--- config.mk ---
export PLATFORM = sky130hd
export DESIGN_NAME = msb_top
export DESIGN_NICKNAME = d
export VERILOG_FILES = /design/src/msb_pkg.sv /design/src/msb_cmd_gate.sv /design/src/msb_evt_flags.sv /design/src/msb_top.sv
export SDC_FILE = /design/constraint.sdc
export NUM_CORES = 1
export LEC_CHECK = 0
export BUFFER_PORTS_ARGS = -buffer_cell sky130_fd_sc_hd__clkbuf_2
export CAP_MARGIN = 20
export CORE_MARGIN = 4
export CORE_UTILIZATION = 35
export CTS_BUF_LIST = sky130_fd_sc_hd__clkbuf_16
export DETAILED_ROUTE_END_ITERATION = 16
export HOLD_SLACK_MARGIN = 0.15
export PLACE_DENSITY = 0.72
export SLEW_MARGIN = 5
export SYNTH_ARGS = -nofsm -noshare
export SYNTH_HDL_FRONTEND = slang
export SYNTH_SLANG_ARGS = --single-unit
--- constraint.sdc ---
create_clock -name aclk -period 2.3 [get_ports aclk]
set_clock_uncertainty 0.05 [all_clocks]
set_input_delay 0.345 -clock aclk [delete_from_list [all_inputs] [get_ports aclk]]
set_output_delay 0.345 -clock aclk [all_outputs]
set_load 0.01 [all_outputs]
--- src/msb_pkg.sv ---
// Overview of operation
// RL1 - address assignment works while fully wired
// RL2 - addressing cable inserted isolates from network
// RL3 - brake bit drives output only if fitted
// RL4 - brake switched independently, no motor interlock
// RL5 - master program coordinates motor and brake safely
// RL6 - ready bit: 1 ready/automatic, 0 not ready/error
// RL7 - manual mode keeps ready low until automatic
// RL8 - protection trip keeps ready low until reclosed
// RL9 - coil, welded contacts, driver fault clear ready
// RL10 - forward plus reverse together is a fault
// RL11 - bit layout follows motor starter slave profile
// RL12 - out0 forward, out1 reverse, out2 brake, out3 unused
// RL13 - input bit1 contactor on, bits 2-3 mirror spares
package msb_pkg;
	localparam int MSB_AW = 8;
	localparam int MSB_DW = 32;
	// register byte offsets
	localparam logic [7:0] MSB_OFS_CMD = 8'h00;
	localparam logic [7:0] MSB_OFS_STATUS = 8'h04;
	localparam logic [7:0] MSB_OFS_IRQ_STAT = 8'h08;
	localparam logic [7:0] MSB_OFS_IRQ_MASK = 8'h0c;
	localparam logic [7:0] MSB_OFS_CONFIG = 8'h10;
	localparam logic [7:0] MSB_OFS_SLV_ADDR = 8'h14;
	// command word: output bits of the starter profile
	localparam int MSB_CMD_FWD = 0;
	localparam int MSB_CMD_REV = 1;
	localparam int MSB_CMD_BRAKE = 2;
	localparam int MSB_CMD_W = 3;
	// status word: input bits of the starter profile, then extras
	localparam int MSB_ST_READY = 0;
	localparam int MSB_ST_RUNNING = 1;
	localparam int MSB_ST_SPARE1 = 2;
	localparam int MSB_ST_SPARE2 = 3;
	localparam int MSB_ST_ADDR_MODE = 4;
	localparam int MSB_ST_CONFLICT = 5;
	localparam int MSB_CFG_BRAKE_FITTED = 0;
	// interrupt event bits
	localparam int MSB_EV_READY_LOST = 0;
	localparam int MSB_EV_READY_BACK = 1;
	localparam int MSB_EV_CONFLICT = 2;
	localparam int MSB_EV_ADDR_MODE = 3;
	localparam int MSB_EV_ADDR_SET = 4;
	localparam int MSB_EV_W = 5;
	localparam int MSB_SADDR_W = 5;
	// reset values, bus response codes and channel states
	localparam logic [2:0] MSB_CMD_RST = 3'h0;
	localparam logic [4:0] MSB_MASK_RST = 5'h00;
	localparam logic [4:0] MSB_SADDR_RST = 5'h00;
	localparam logic MSB_BRAKE_FITTED_RST = 1'b0;
	localparam logic [1:0] MSB_RESP_OKAY = 2'h0;
	localparam logic [1:0] MSB_RESP_SLVERR = 2'h2;
	typedef enum logic [1:0] {MSB_WS_IDLE = 2'b01, MSB_WS_RESP = 2'b10} msb_wst_t;
	typedef enum logic [1:0] {MSB_RS_IDLE = 2'b01, MSB_RS_DATA = 2'b10} msb_rst_t;
endpackage

--- src/msb_cmd_gate.sv ---
`timescale 1ns/1ns
module msb_cmd_gate
	import msb_pkg::*;
(
	// commanded bits
	input wire logic [MSB_CMD_W-1:0] cmd,
	input wire logic brake_fitted,
	input wire logic motor_allow,
	// gated drive and fault
	output logic fwd_drive,
	output logic rev_drive,
	output logic brake_drive,
	output logic conflict
);
	// both directions at once never reaches a contactor
	always_comb begin
		conflict = cmd[MSB_CMD_FWD] & cmd[MSB_CMD_REV]; // RL10
		fwd_drive = cmd[MSB_CMD_FWD] & ~conflict & motor_allow; // RL12
		rev_drive = cmd[MSB_CMD_REV] & ~conflict & motor_allow; // RL12
		// brake follows its own bit and brake_fitted only; no link to the motor drive
		brake_drive = cmd[MSB_CMD_BRAKE] & brake_fitted; // RL3 RL4
	end
endmodule

--- src/msb_evt_flags.sv ---
`timescale 1ns/1ns
module msb_evt_flags
	import msb_pkg::*;
#(
	parameter int W = 5
) (
	// clock and reset
	input wire logic aclk,
	input wire logic aresetn,
	// events and read-clear strobe
	input wire logic [W-1:0] set,
	input wire logic clr_all,
	// sticky flags
	output logic [W-1:0] flags
);
	typedef struct packed {
		logic [W-1:0] flags;
	} msb_evt_state_t;
	msb_evt_state_t st_reg, st_next;

	// set wins over clear so an event in the read cycle is not lost
	always_comb begin
		st_next = st_reg;
		st_next.flags = (clr_all ? '0 : st_reg.flags) | set;
	end

	always_ff @(posedge aclk) begin
		if (!aresetn) begin
			st_reg <= '0;
		end else begin
			st_reg <= st_next;
		end
	end

	assign flags = st_reg.flags;
endmodule

--- src/msb_top.sv ---
// Chosen here: the AXI4-Lite slave port and the address map.
`timescale 1ns/1ns
module msb_top
	import msb_pkg::*;
(
	// clock and reset
	input wire logic aclk,
	input wire logic aresetn,
	// axi4-lite write address and data
	input wire logic [MSB_AW-1:0] s_axi_awaddr,
	input wire logic [2:0] s_axi_awprot,
	input wire logic s_axi_awvalid,
	output logic s_axi_awready,
	input wire logic [MSB_DW-1:0] s_axi_wdata,
	input wire logic [3:0] s_axi_wstrb,
	input wire logic s_axi_wvalid,
	output logic s_axi_wready,
	// axi4-lite write response
	output logic [1:0] s_axi_bresp,
	output logic s_axi_bvalid,
	input wire logic s_axi_bready,
	// axi4-lite read
	input wire logic [MSB_AW-1:0] s_axi_araddr,
	input wire logic [2:0] s_axi_arprot,
	input wire logic s_axi_arvalid,
	output logic s_axi_arready,
	output logic [MSB_DW-1:0] s_axi_rdata,
	output logic [1:0] s_axi_rresp,
	output logic s_axi_rvalid,
	input wire logic s_axi_rready,
	// field feedback
	input wire logic contactor_on,
	input wire logic manual_mode,
	input wire logic protection_tripped,
	input wire logic coil_defect,
	input wire logic contacts_welded,
	input wire logic driver_defect,
	input wire logic spare_field_input_one,
	input wire logic spare_field_input_two,
	// addressing socket and tool
	input wire logic addr_cable_in,
	input wire logic tool_addr_valid,
	input wire logic [MSB_SADDR_W-1:0] tool_addr,
	// contactor and brake drive
	output logic forward_run_out,
	output logic reverse_run_out,
	output logic brake_command_output,
	// network attachment and interrupt
	output logic net_connected,
	output logic irq
);
	typedef struct packed {
		msb_wst_t wst;
		msb_rst_t rst;
		logic aw_have;
		logic [MSB_AW-1:0] aw_addr;
		logic w_have;
		logic [MSB_DW-1:0] w_data;
		logic w_lane0;
		logic awready;
		logic wready;
		logic [1:0] bresp;
		logic bvalid;
		logic arready;
		logic [MSB_DW-1:0] rdata;
		logic [1:0] rresp;
		logic rvalid;
		logic [MSB_CMD_W-1:0] cmd;
		logic brake_fitted;
		logic [MSB_EV_W-1:0] irq_mask;
		logic [MSB_SADDR_W-1:0] slave_addr;
		logic ready;
		logic running;
		logic spare1;
		logic spare2;
		logic addr_mode;
		logic conflict;
		logic fwd_out;
		logic rev_out;
		logic brake_out;
		logic net_conn;
		logic irq;
		logic ev_armed;
	} msb_top_state_t;

	msb_top_state_t st_reg, st_next;
	logic fwd_drive, rev_drive, brake_drive, conflict;
	logic [MSB_EV_W-1:0] ev_set, flags;
	logic ev_clr;
	logic aw_fire, w_fire, ar_fire, wr_go;
	logic [MSB_AW-1:0] wr_addr;
	logic [MSB_DW-1:0] wr_data;
	logic wr_lane0, ready_now, motor_allow;

	////////////////////////////////////////////////////////////////////////
	// command gating and sticky event flags
	// local mode and a tripped breaker take the contactors away from the bus
	assign motor_allow = ~manual_mode & ~protection_tripped;

	msb_cmd_gate u_gate (
		.cmd(st_reg.cmd),
		.brake_fitted(st_reg.brake_fitted),
		.motor_allow(motor_allow),
		.fwd_drive(fwd_drive),
		.rev_drive(rev_drive),
		.brake_drive(brake_drive),
		.conflict(conflict)
	);

	msb_evt_flags #(
		.W(MSB_EV_W)
	) u_flags (
		.aclk(aclk),
		.aresetn(aresetn),
		.set(ev_set),
		.clr_all(ev_clr),
		.flags(flags)
	);

	////////////////////////////////////////////////////////////////////////
	// readiness: every not-ready cause is a level, so ready returns by itself
	assign ready_now = ~manual_mode // RL7
		& ~protection_tripped // RL8
		& ~(coil_defect | contacts_welded | driver_defect) // RL9
		& ~conflict; // RL10

	// events except address set seen against the registered copy, one cycle after the cause
	always_comb begin
		ev_set = '0;
		// ready resets low, so its first rise after reset is no event
		ev_set[MSB_EV_READY_LOST] = st_reg.ev_armed & st_reg.ready & ~ready_now;
		ev_set[MSB_EV_READY_BACK] = st_reg.ev_armed & ~st_reg.ready & ready_now;
		ev_set[MSB_EV_CONFLICT] = conflict & ~st_reg.conflict;
		ev_set[MSB_EV_ADDR_MODE] = addr_cable_in & ~st_reg.addr_mode;
		ev_set[MSB_EV_ADDR_SET] = tool_addr_valid & addr_cable_in;
	end

	////////////////////////////////////////////////////////////////////////
	// bus handshakes
	assign aw_fire = s_axi_awvalid & st_reg.awready;
	assign w_fire = s_axi_wvalid & st_reg.wready;
	assign ar_fire = s_axi_arvalid & st_reg.arready;
	assign wr_go = (aw_fire | st_reg.aw_have) & (w_fire | st_reg.w_have)
		& (st_reg.wst == MSB_WS_IDLE);
	assign wr_addr = st_reg.aw_have ? st_reg.aw_addr : s_axi_awaddr;
	assign wr_data = st_reg.w_have ? st_reg.w_data : s_axi_wdata;
	assign wr_lane0 = st_reg.w_have ? st_reg.w_lane0 : s_axi_wstrb[0];
	assign ev_clr = ar_fire & (s_axi_araddr == MSB_OFS_IRQ_STAT);

	////////////////////////////////////////////////////////////////////////
	// next state
	always_comb begin
		st_next = st_reg;
		// write address and data may arrive in either order
		if (aw_fire) begin
			st_next.aw_have = 1'b1;
			st_next.aw_addr = s_axi_awaddr;
		end
		if (w_fire) begin
			st_next.w_have = 1'b1;
			st_next.w_data = s_axi_wdata;
			st_next.w_lane0 = s_axi_wstrb[0];
		end
		case (st_reg.wst)
			MSB_WS_IDLE: begin
				if (wr_go) begin
					st_next.wst = MSB_WS_RESP;
					st_next.aw_have = 1'b0;
					st_next.w_have = 1'b0;
					st_next.bresp = MSB_RESP_OKAY;
					case (wr_addr)
						MSB_OFS_CMD: begin
							// the network is cut off while addressing
							if (wr_lane0 && !addr_cable_in) begin
								st_next.cmd = wr_data[MSB_CMD_W-1:0]; // RL2 RL12
							end
						end
						MSB_OFS_IRQ_MASK: begin
							if (wr_lane0) begin
								st_next.irq_mask = wr_data[MSB_EV_W-1:0];
							end
						end
						MSB_OFS_CONFIG: begin
							if (wr_lane0) begin
								st_next.brake_fitted = wr_data[MSB_CFG_BRAKE_FITTED];
							end
						end
						MSB_OFS_STATUS, MSB_OFS_IRQ_STAT, MSB_OFS_SLV_ADDR: begin
							st_next.bresp = MSB_RESP_OKAY; // read-only, write dropped
						end
						default: begin
							st_next.bresp = MSB_RESP_SLVERR;
						end
					endcase
				end
			end
			MSB_WS_RESP: begin
				if (s_axi_bready) begin
					st_next.wst = MSB_WS_IDLE;
				end
			end
			default: begin
				st_next.wst = MSB_WS_IDLE;
			end
		endcase
		// one write in flight: hold both channels off until the response
		st_next.awready = ~st_next.aw_have & (st_next.wst == MSB_WS_IDLE);
		st_next.wready = ~st_next.w_have & (st_next.wst == MSB_WS_IDLE);
		st_next.bvalid = (st_next.wst == MSB_WS_RESP);

		// read channel: data one cycle after the address is taken
		case (st_reg.rst)
			MSB_RS_IDLE: begin
				if (ar_fire) begin
					st_next.rst = MSB_RS_DATA;
					st_next.rdata = '0;
					st_next.rresp = MSB_RESP_OKAY;
					case (s_axi_araddr)
						MSB_OFS_CMD: begin
							st_next.rdata[MSB_CMD_W-1:0] = st_reg.cmd;
						end
						MSB_OFS_STATUS: begin
							st_next.rdata[MSB_ST_READY] = st_reg.ready; // RL6 RL11
							st_next.rdata[MSB_ST_RUNNING] = st_reg.running; // RL13
							st_next.rdata[MSB_ST_SPARE1] = st_reg.spare1; // RL13
							st_next.rdata[MSB_ST_SPARE2] = st_reg.spare2; // RL13
							st_next.rdata[MSB_ST_ADDR_MODE] = st_reg.addr_mode;
							st_next.rdata[MSB_ST_CONFLICT] = st_reg.conflict;
						end
						MSB_OFS_IRQ_STAT: begin
							st_next.rdata[MSB_EV_W-1:0] = flags;
						end
						MSB_OFS_IRQ_MASK: begin
							st_next.rdata[MSB_EV_W-1:0] = st_reg.irq_mask;
						end
						MSB_OFS_CONFIG: begin
							st_next.rdata[MSB_CFG_BRAKE_FITTED] = st_reg.brake_fitted;
						end
						MSB_OFS_SLV_ADDR: begin
							st_next.rdata[MSB_SADDR_W-1:0] = st_reg.slave_addr;
						end
						default: begin
							st_next.rresp = MSB_RESP_SLVERR;
						end
					endcase
				end
			end
			MSB_RS_DATA: begin
				if (s_axi_rready) begin
					st_next.rst = MSB_RS_IDLE;
				end
			end
			default: begin
				st_next.rst = MSB_RS_IDLE;
			end
		endcase
		st_next.arready = (st_next.rst == MSB_RS_IDLE);
		st_next.rvalid = (st_next.rst == MSB_RS_DATA);

		// slave address from the tool; no field wiring condition applies
		if (tool_addr_valid && addr_cable_in) begin
			st_next.slave_addr = tool_addr; // RL1
		end

		// status snapshot in the profile bit order
		st_next.ready = ready_now; // RL6
		st_next.running = contactor_on; // RL13
		st_next.spare1 = spare_field_input_one; // RL13
		st_next.spare2 = spare_field_input_two; // RL13
		st_next.addr_mode = addr_cable_in;
		st_next.conflict = conflict; // RL10
		st_next.fwd_out = fwd_drive; // RL12
		st_next.rev_out = rev_drive; // RL12
		st_next.brake_out = brake_drive; // RL3 RL4
		st_next.net_conn = ~addr_cable_in; // RL2
		// irq lags the flag by one cycle so the pin stays a clean flop
		st_next.irq = |(flags & st_reg.irq_mask);
		st_next.ev_armed = 1'b1;
	end

	////////////////////////////////////////////////////////////////////////
	// state register
	always_ff @(posedge aclk) begin
		if (!aresetn) begin
			st_reg <= '0;
			st_reg.wst <= MSB_WS_IDLE;
			st_reg.rst <= MSB_RS_IDLE;
			st_reg.awready <= 1'b1;
			st_reg.wready <= 1'b1;
			st_reg.arready <= 1'b1;
			st_reg.cmd <= MSB_CMD_RST;
			st_reg.brake_fitted <= MSB_BRAKE_FITTED_RST;
			st_reg.irq_mask <= MSB_MASK_RST;
			st_reg.slave_addr <= MSB_SADDR_RST;
			st_reg.net_conn <= 1'b1;
		end else begin
			st_reg <= st_next;
		end
	end

	// outputs straight from the state register
	assign s_axi_awready = st_reg.awready;
	assign s_axi_wready = st_reg.wready;
	assign s_axi_bvalid = st_reg.bvalid;
	assign s_axi_bresp = st_reg.bresp;
	assign s_axi_arready = st_reg.arready;
	assign s_axi_rvalid = st_reg.rvalid;
	assign s_axi_rdata = st_reg.rdata;
	assign s_axi_rresp = st_reg.rresp;
	assign forward_run_out = st_reg.fwd_out;
	assign reverse_run_out = st_reg.rev_out;
	assign brake_command_output = st_reg.brake_out;
	assign net_connected = st_reg.net_conn;
	assign irq = st_reg.irq;
endmodule

# Word level (Yosys, flattened, before mapping)
# Cells that the tools add are included.
dict set report totals {
  mem_bits_rw 0
  elab_cells 127
  in_bits 80
  out_inout_bits 46
  romBits 0
  regBits 93
  latch_bits 0
  n_memories 0
}
dict set report op_classes {
  div_mod_pow 0
  n_shift 0
  n_reduce_logical 13
  mul 0
  add_sub_neg 0
  magnitude_cmp 0
  eq_ne 18
  muxes 23
  bitwise_logic 41
}
# op n
set op_table {}
lappend op_table {{34-bit 2-to-1 mux} 1}
lappend op_table {{8-bit by 4-bit == test with 1-bit output (second input constant)} 4}
lappend op_table {{8-bit by 5-bit == test with 1-bit output (second input constant)} 4}
lappend op_table {{1-bit bitwise AND} 24}
lappend op_table {{8-bit by 3-bit == test with 1-bit output (second input constant)} 2}
lappend op_table {{8-bit zero test} 2}
lappend op_table {{2-bit 2-to-1 mux} 6}
lappend op_table {{4-bit AND reduction} 3}
lappend op_table {{6-bit OR reduction} 2}
lappend op_table {{1-bit inverter} 11}
lappend op_table {{5-bit 2-to-1 mux} 2}
lappend op_table {{2-bit case mux with 5 select lines} 1}
lappend op_table {{9-bit 2-to-1 mux} 1}
lappend op_table {{2-bit by 1-bit == test with 1-bit output (second input constant)} 4}
lappend op_table {{2-bit == test (second input constant)} 4}
lappend op_table {{8-bit 2-to-1 mux} 1}
lappend op_table {{2-bit case mux with 2 select lines} 2}
lappend op_table {{2-bit case mux with 4 select lines} 1}
lappend op_table {{1-bit 2-to-1 mux} 7}
lappend op_table {{1-bit case mux with 6 select lines} 1}
lappend op_table {{5-bit bitwise AND} 1}
lappend op_table {{5-bit bitwise OR} 1}
lappend op_table {{5-bit OR reduction} 1}
lappend op_table {{1-bit bitwise OR} 4}
lappend op_table {{other kinds (3)} 5}

# Depth between registers and ports, before layout
dict set report depth {
  word_depth 8
  depth_mapped 7
  ltp_nobuf 6
}

# Hierarchy
# From an unflattened synthesis, not the netlist that was laid out.
dict set report unflattened {
  hier_cells 374
  area_unflattened_um2 3174.3
}
# mod n_inst cells_each area_each_um2 seq_area_each_um2
set by_module_without_submodules {}
lappend by_module_without_submodules {msb_top 1 355 2974.1 1181.1}
lappend by_module_without_submodules {msb_evt_flags 1 15 168.9 100.1}
lappend by_module_without_submodules {msb_cmd_gate 1 4 31.3 0.0}

# Worst setup path after synthesis
# No wires, ideal clock.
dict set report synth_timing {
  kind {reg2reg}
  start {register st_reg[112] (netlist bit)}
  end {register st_reg[17] (netlist bit)}
  t_arrival_ns 1.539
  period_less_slack_ns 1.661
  required_ns 2.178
  slack_ns 0.639
  setup_ns 0.072
  path_buffers 1
  stages_incl_launch_ff 6
  path_cell_list {dfxtp_1 -> ha_1 -> buf_2 -> o2111ai_4 -> nor4_4 -> mux2i_1}
}
dict set report synth_via {
  elab_chain_len 3
}
# item line
set synth_rtl {}
lappend synth_rtl {{start, declared} msb_top.sv:86} ;# msb_top_state_t st_reg, st_next;
lappend synth_rtl {{start signal, assigned} msb_top.sv:297} ;# st_reg <= st_next;
lappend synth_rtl {{2-bit by 1-bit == test with 1-bit output (*)} {msb_top.sv:144, msb_top.sv:164}}
lappend synth_rtl {{1-bit bitwise AND} msb_top.sv:144} ;# & (st_reg.wst == MSB_WS_IDLE);
lappend synth_rtl {{4-bit AND reduction (no source line) (*)} n/a}
# Mark *: on every way between the ends. The rest lies on a longest branch, timed or not.
# A chain may end at the register's enable or synchronous reset.

# Final worst setup path
dict set report layout_timing {
  start {register st_reg[109] (netlist bit)}
  end {register st_reg[17] (netlist bit)}
}
dict set report layout_via {
  elab_chain_len 4
  word_cells_on_any_way 6
  cone_classes {eq/ne: 1; mux: 1; bitwise: 3; reduce/logical: 1}
}
# item line
set layout_rtl {}
lappend layout_rtl {{1-bit bitwise OR} msb_top.sv:143} ;# assign wr_go = (aw_fire | st_reg.aw_have) & (w_fire | st_reg.w_have)
lappend layout_rtl {{1-bit bitwise AND} msb_top.sv:143}
lappend layout_rtl {{1-bit bitwise AND} msb_top.sv:144}
lappend layout_rtl {{4-bit AND reduction (no source line) (*)} n/a}
# Marked as above.

==> metrics.yaml <==
run_status:
  status: "completed"
timing:
  setup_slack_ns: 0.310
  finalCritPeriodShare_pct: 86.5
  slew_headroom_pct: 63.2
  layout_min_cycle_time_ns: 1.99
  rsz0062_at_grt: "no"
  fin_setup_tns_ns: 0
  hold_viol: 0
  setup_viol: 0
  worstMarginPinSlew_ns: 0.548
  max_freq_mhz: 503
  slew_viol_final: 0
setup_path:
  critPathBufInv: 0
  crit_slowest_cell: "nor4_4"
  reg2reg_slack_ns: 0.31
  path_depth: 4
  crit_end: "st_reg[17]"
  critical_path.max_stage_delay_ns: 0.53
  reg2reg_depth: 4
  endpoint_kind: "flop"
  crit_chain: "mux2i_1, or2b_4, nor4_4, mux2i_1"
  path_max_fanout: 5
  startpoint_type: "flop"
  cp_common_cell: "mux2i_1"
  reg2reg_to: "st_reg[17]"
  crit_family: "simple AND/OR/NAND/NOR gates"
  timing.rr.start: "st_reg[109]"
  critPathLaunch: "st_reg[109]"
  crit_arrival_ns: 2.19
  worstSetupPathType: "reg2reg"
  worstPathRequired_ns: 2.50
grt:
  grtUsageTotal_pct: 13.1
  antenna_found_initial: 0
  grt_busiest_layer: "met2"
  grtUsageMet2_pct: 22.3
  use_met1_pct: 15.4
  grtUsageMet3_pct: 3.73
  grt_pass1_wl_mm: 11.6
  grt-ovfl-total: 0
  grt_pass1_vias: 2473
  grt_max_degree: 46
die:
  rows: 34
  chipWidth_um: 104
  io_pins: 126
  coreArea_um2: 8810
  initial_utilization_pct: 36.3
  die-area_um2: 10700
  die_h_um: 104
detailed_routing:
  drt-wirelength-per-cell_um: 13.5
  post_drt_via_cell_ratio: 4.93
  ant_nets: 0
  vias: 2546
  drt_wl_total_mm: 6.97
  drcViolationCount: 0
  drt_iter0_drc: 134
  dr.pass1.iters: 4
cells_and_area:
  final_common_cell: "dfxtp_1"
  largest_register_ffs: 41
  layout_common_cells: "dfxtp_1, clkbuf_2, nand2_1, conb_1, nand3_1"
  postLayoutCoreUtil_pct: 42.5
  drive_gt1_share_pct: 23.0
  area_growth_pct: 17.0
  fin_nets: 487
  antenna_cells: 0
clocking:
  cts_buffers: 9
  cts_resized: 0
  clk_pin_slew_ns: 0.05
  clk_path_buf_depth: 2
  cts_root_buffer: "clkbuf_16"
  cts_hold_buf: 0
  clkSinkCount: 64
  clkLatencyLatePin_ns: 0.32
  post_cts_buffers: 0
  cts_tree: "built"
  h-tree-depth: 3
placed_design:
  post-place-ws_ns: 0.314
  dp_hpwl_mm: 5.37
  io_buffers: 61
  gp_congestion: 0.801
logic_synthesis:
  synth_flop_cell: "dfxtp_1"
  syn_area_um2: 3200
  synth_edf_count: 0
  syn_area_per_cell_um2: 9.09
  synth_cell_type_count: 51
  postSynthCellCount: 352
  yosysSeqAreaShare_pct: 40.1
  synth_warnings: 0
  ys_seq_elements: 64
  async_flop_share_pct: 0
hold_path:
  hold_path_class: "in2reg"
power:
  p_total_w: 0.00365
  ir_worst_vdd_v: 0.000424
  power_density_nw_per_um2: 975
  p_leak_nw: 1.54
job:
  maxCapViolCount: 0
## final cells by class
type | count | area, um2
Fill cell | 840 | 5060
Multi-Input combinational cell | 257 | 1640
Sequential cell | 64 | 1280
Timing Repair Buffer | 65 | 348
Clock buffer | 9 | 225
Tap cell | 108 | 135
Clock inverter | 7 | 87.6
Inverter | 6 | 22.5
## worst min path at each step
stage	from	to	slack (ns)	depth (start not counted)
6_report	contactor_on	st_reg[10]	0.18	2
5_1_grt	spare_field_input_one	st_reg[9]	0.18	2
4_1_cts	contactor_on	st_reg[10]	0.17	2
3_5_place_dp	st_reg[71]	st_reg[71]	0.40	2
3_3_place_gp	st_reg[72]	st_reg[72]	0.39	2
2_1_floorplan	aresetn	st_reg[0]	0.32	0
## kinds of logic (layout without fill, tap and decap cells)
kind of cell / count (synthesis) / after routing / share of synthesized area [%]
flip-flops: 64 / 64 / 40.1
AO/OA/AOI/OAI: 78 / 78 / 17.2
multiplexers: 20 / 20 / 6.96
other: 1 / 28 / 0.117
AND/OR/NAND/NOR: 127 / 127 / 22.3
adder cells (fa/ha/maj): 4 / 4 / 1.57
buffers and inverters: 58 / 87 / 11.7
## power breakdown
group / internal (W) / switching [W] / total, W
clock network: 0.000937 / 0.000465 / 0.00140
registers: 0.00126 / 0.000122 / 0.00138
logic: 0.000356 / 0.000506 / 0.000863
## cells in the mapped netlist (2+ instances only)
master,number,area share (%)
nor3b_1,3,0.70
mux2i_1,11,3.4
a31oi_1,5,0.98
nor2b_1,8,1.6
o21a_1,3,0.70
mux2_1,4,1.4
nor2_1,4,0.47
nor3_1,4,0.63
a22oi_1,5,1.2
nand2b_1,4,0.78
a21boi_0,4,0.94
buf_2,3,0.47
o211ai_1,2,0.47
nor4_1,5,0.98
nand2_1,55,6.5
a21oi_1,12,1.9
dfxtp_1,64,40
a211oi_1,2,0.47
and3b_1,2,0.55
o21ai_0,8,1.3
o21ai_1,5,0.78
buf_4,37,8.7
nor4_4,3,2.0
ha_1,4,1.6
and3_1,5,0.98
nor3b_2,2,0.78
nand3_1,22,3.4
and2_1,5,0.98
clkbuf_1,10,1.2
inv_1,6,0.70
o22a_1,2,0.55
a21boi_1,20,4.7
mux2_2,4,1.4
buf_6,2,0.70
## through the flow
stage,area [um2],hold slack [ns],std cells
3_5_place_dp,3430,0.398,500
6_report,3740,0.176,516
5_1_grt,3740,0.185,516
3_3_place_gp,3430,0.386,500
4_1_cts,3740,0.167,516
2_1_floorplan,3300,0.323,379
## per-layer routing
layer | vias up | routed length, um
met5 | - | 0
met4 | 0 | 69
li1 | 1289 | -
met2 | 59 | 3560
met3 | 4 | 310
met1 | 1194 | 3030
## worst register-to-register path: stages, from the launching register on
cell     delay, ns
dfxtp_1       0.48
mux2i_1       0.30
or2b_4        0.33
nor4_4        0.53
mux2i_1       0.24
No activity file was read; power rests on OpenSTA's default activity.
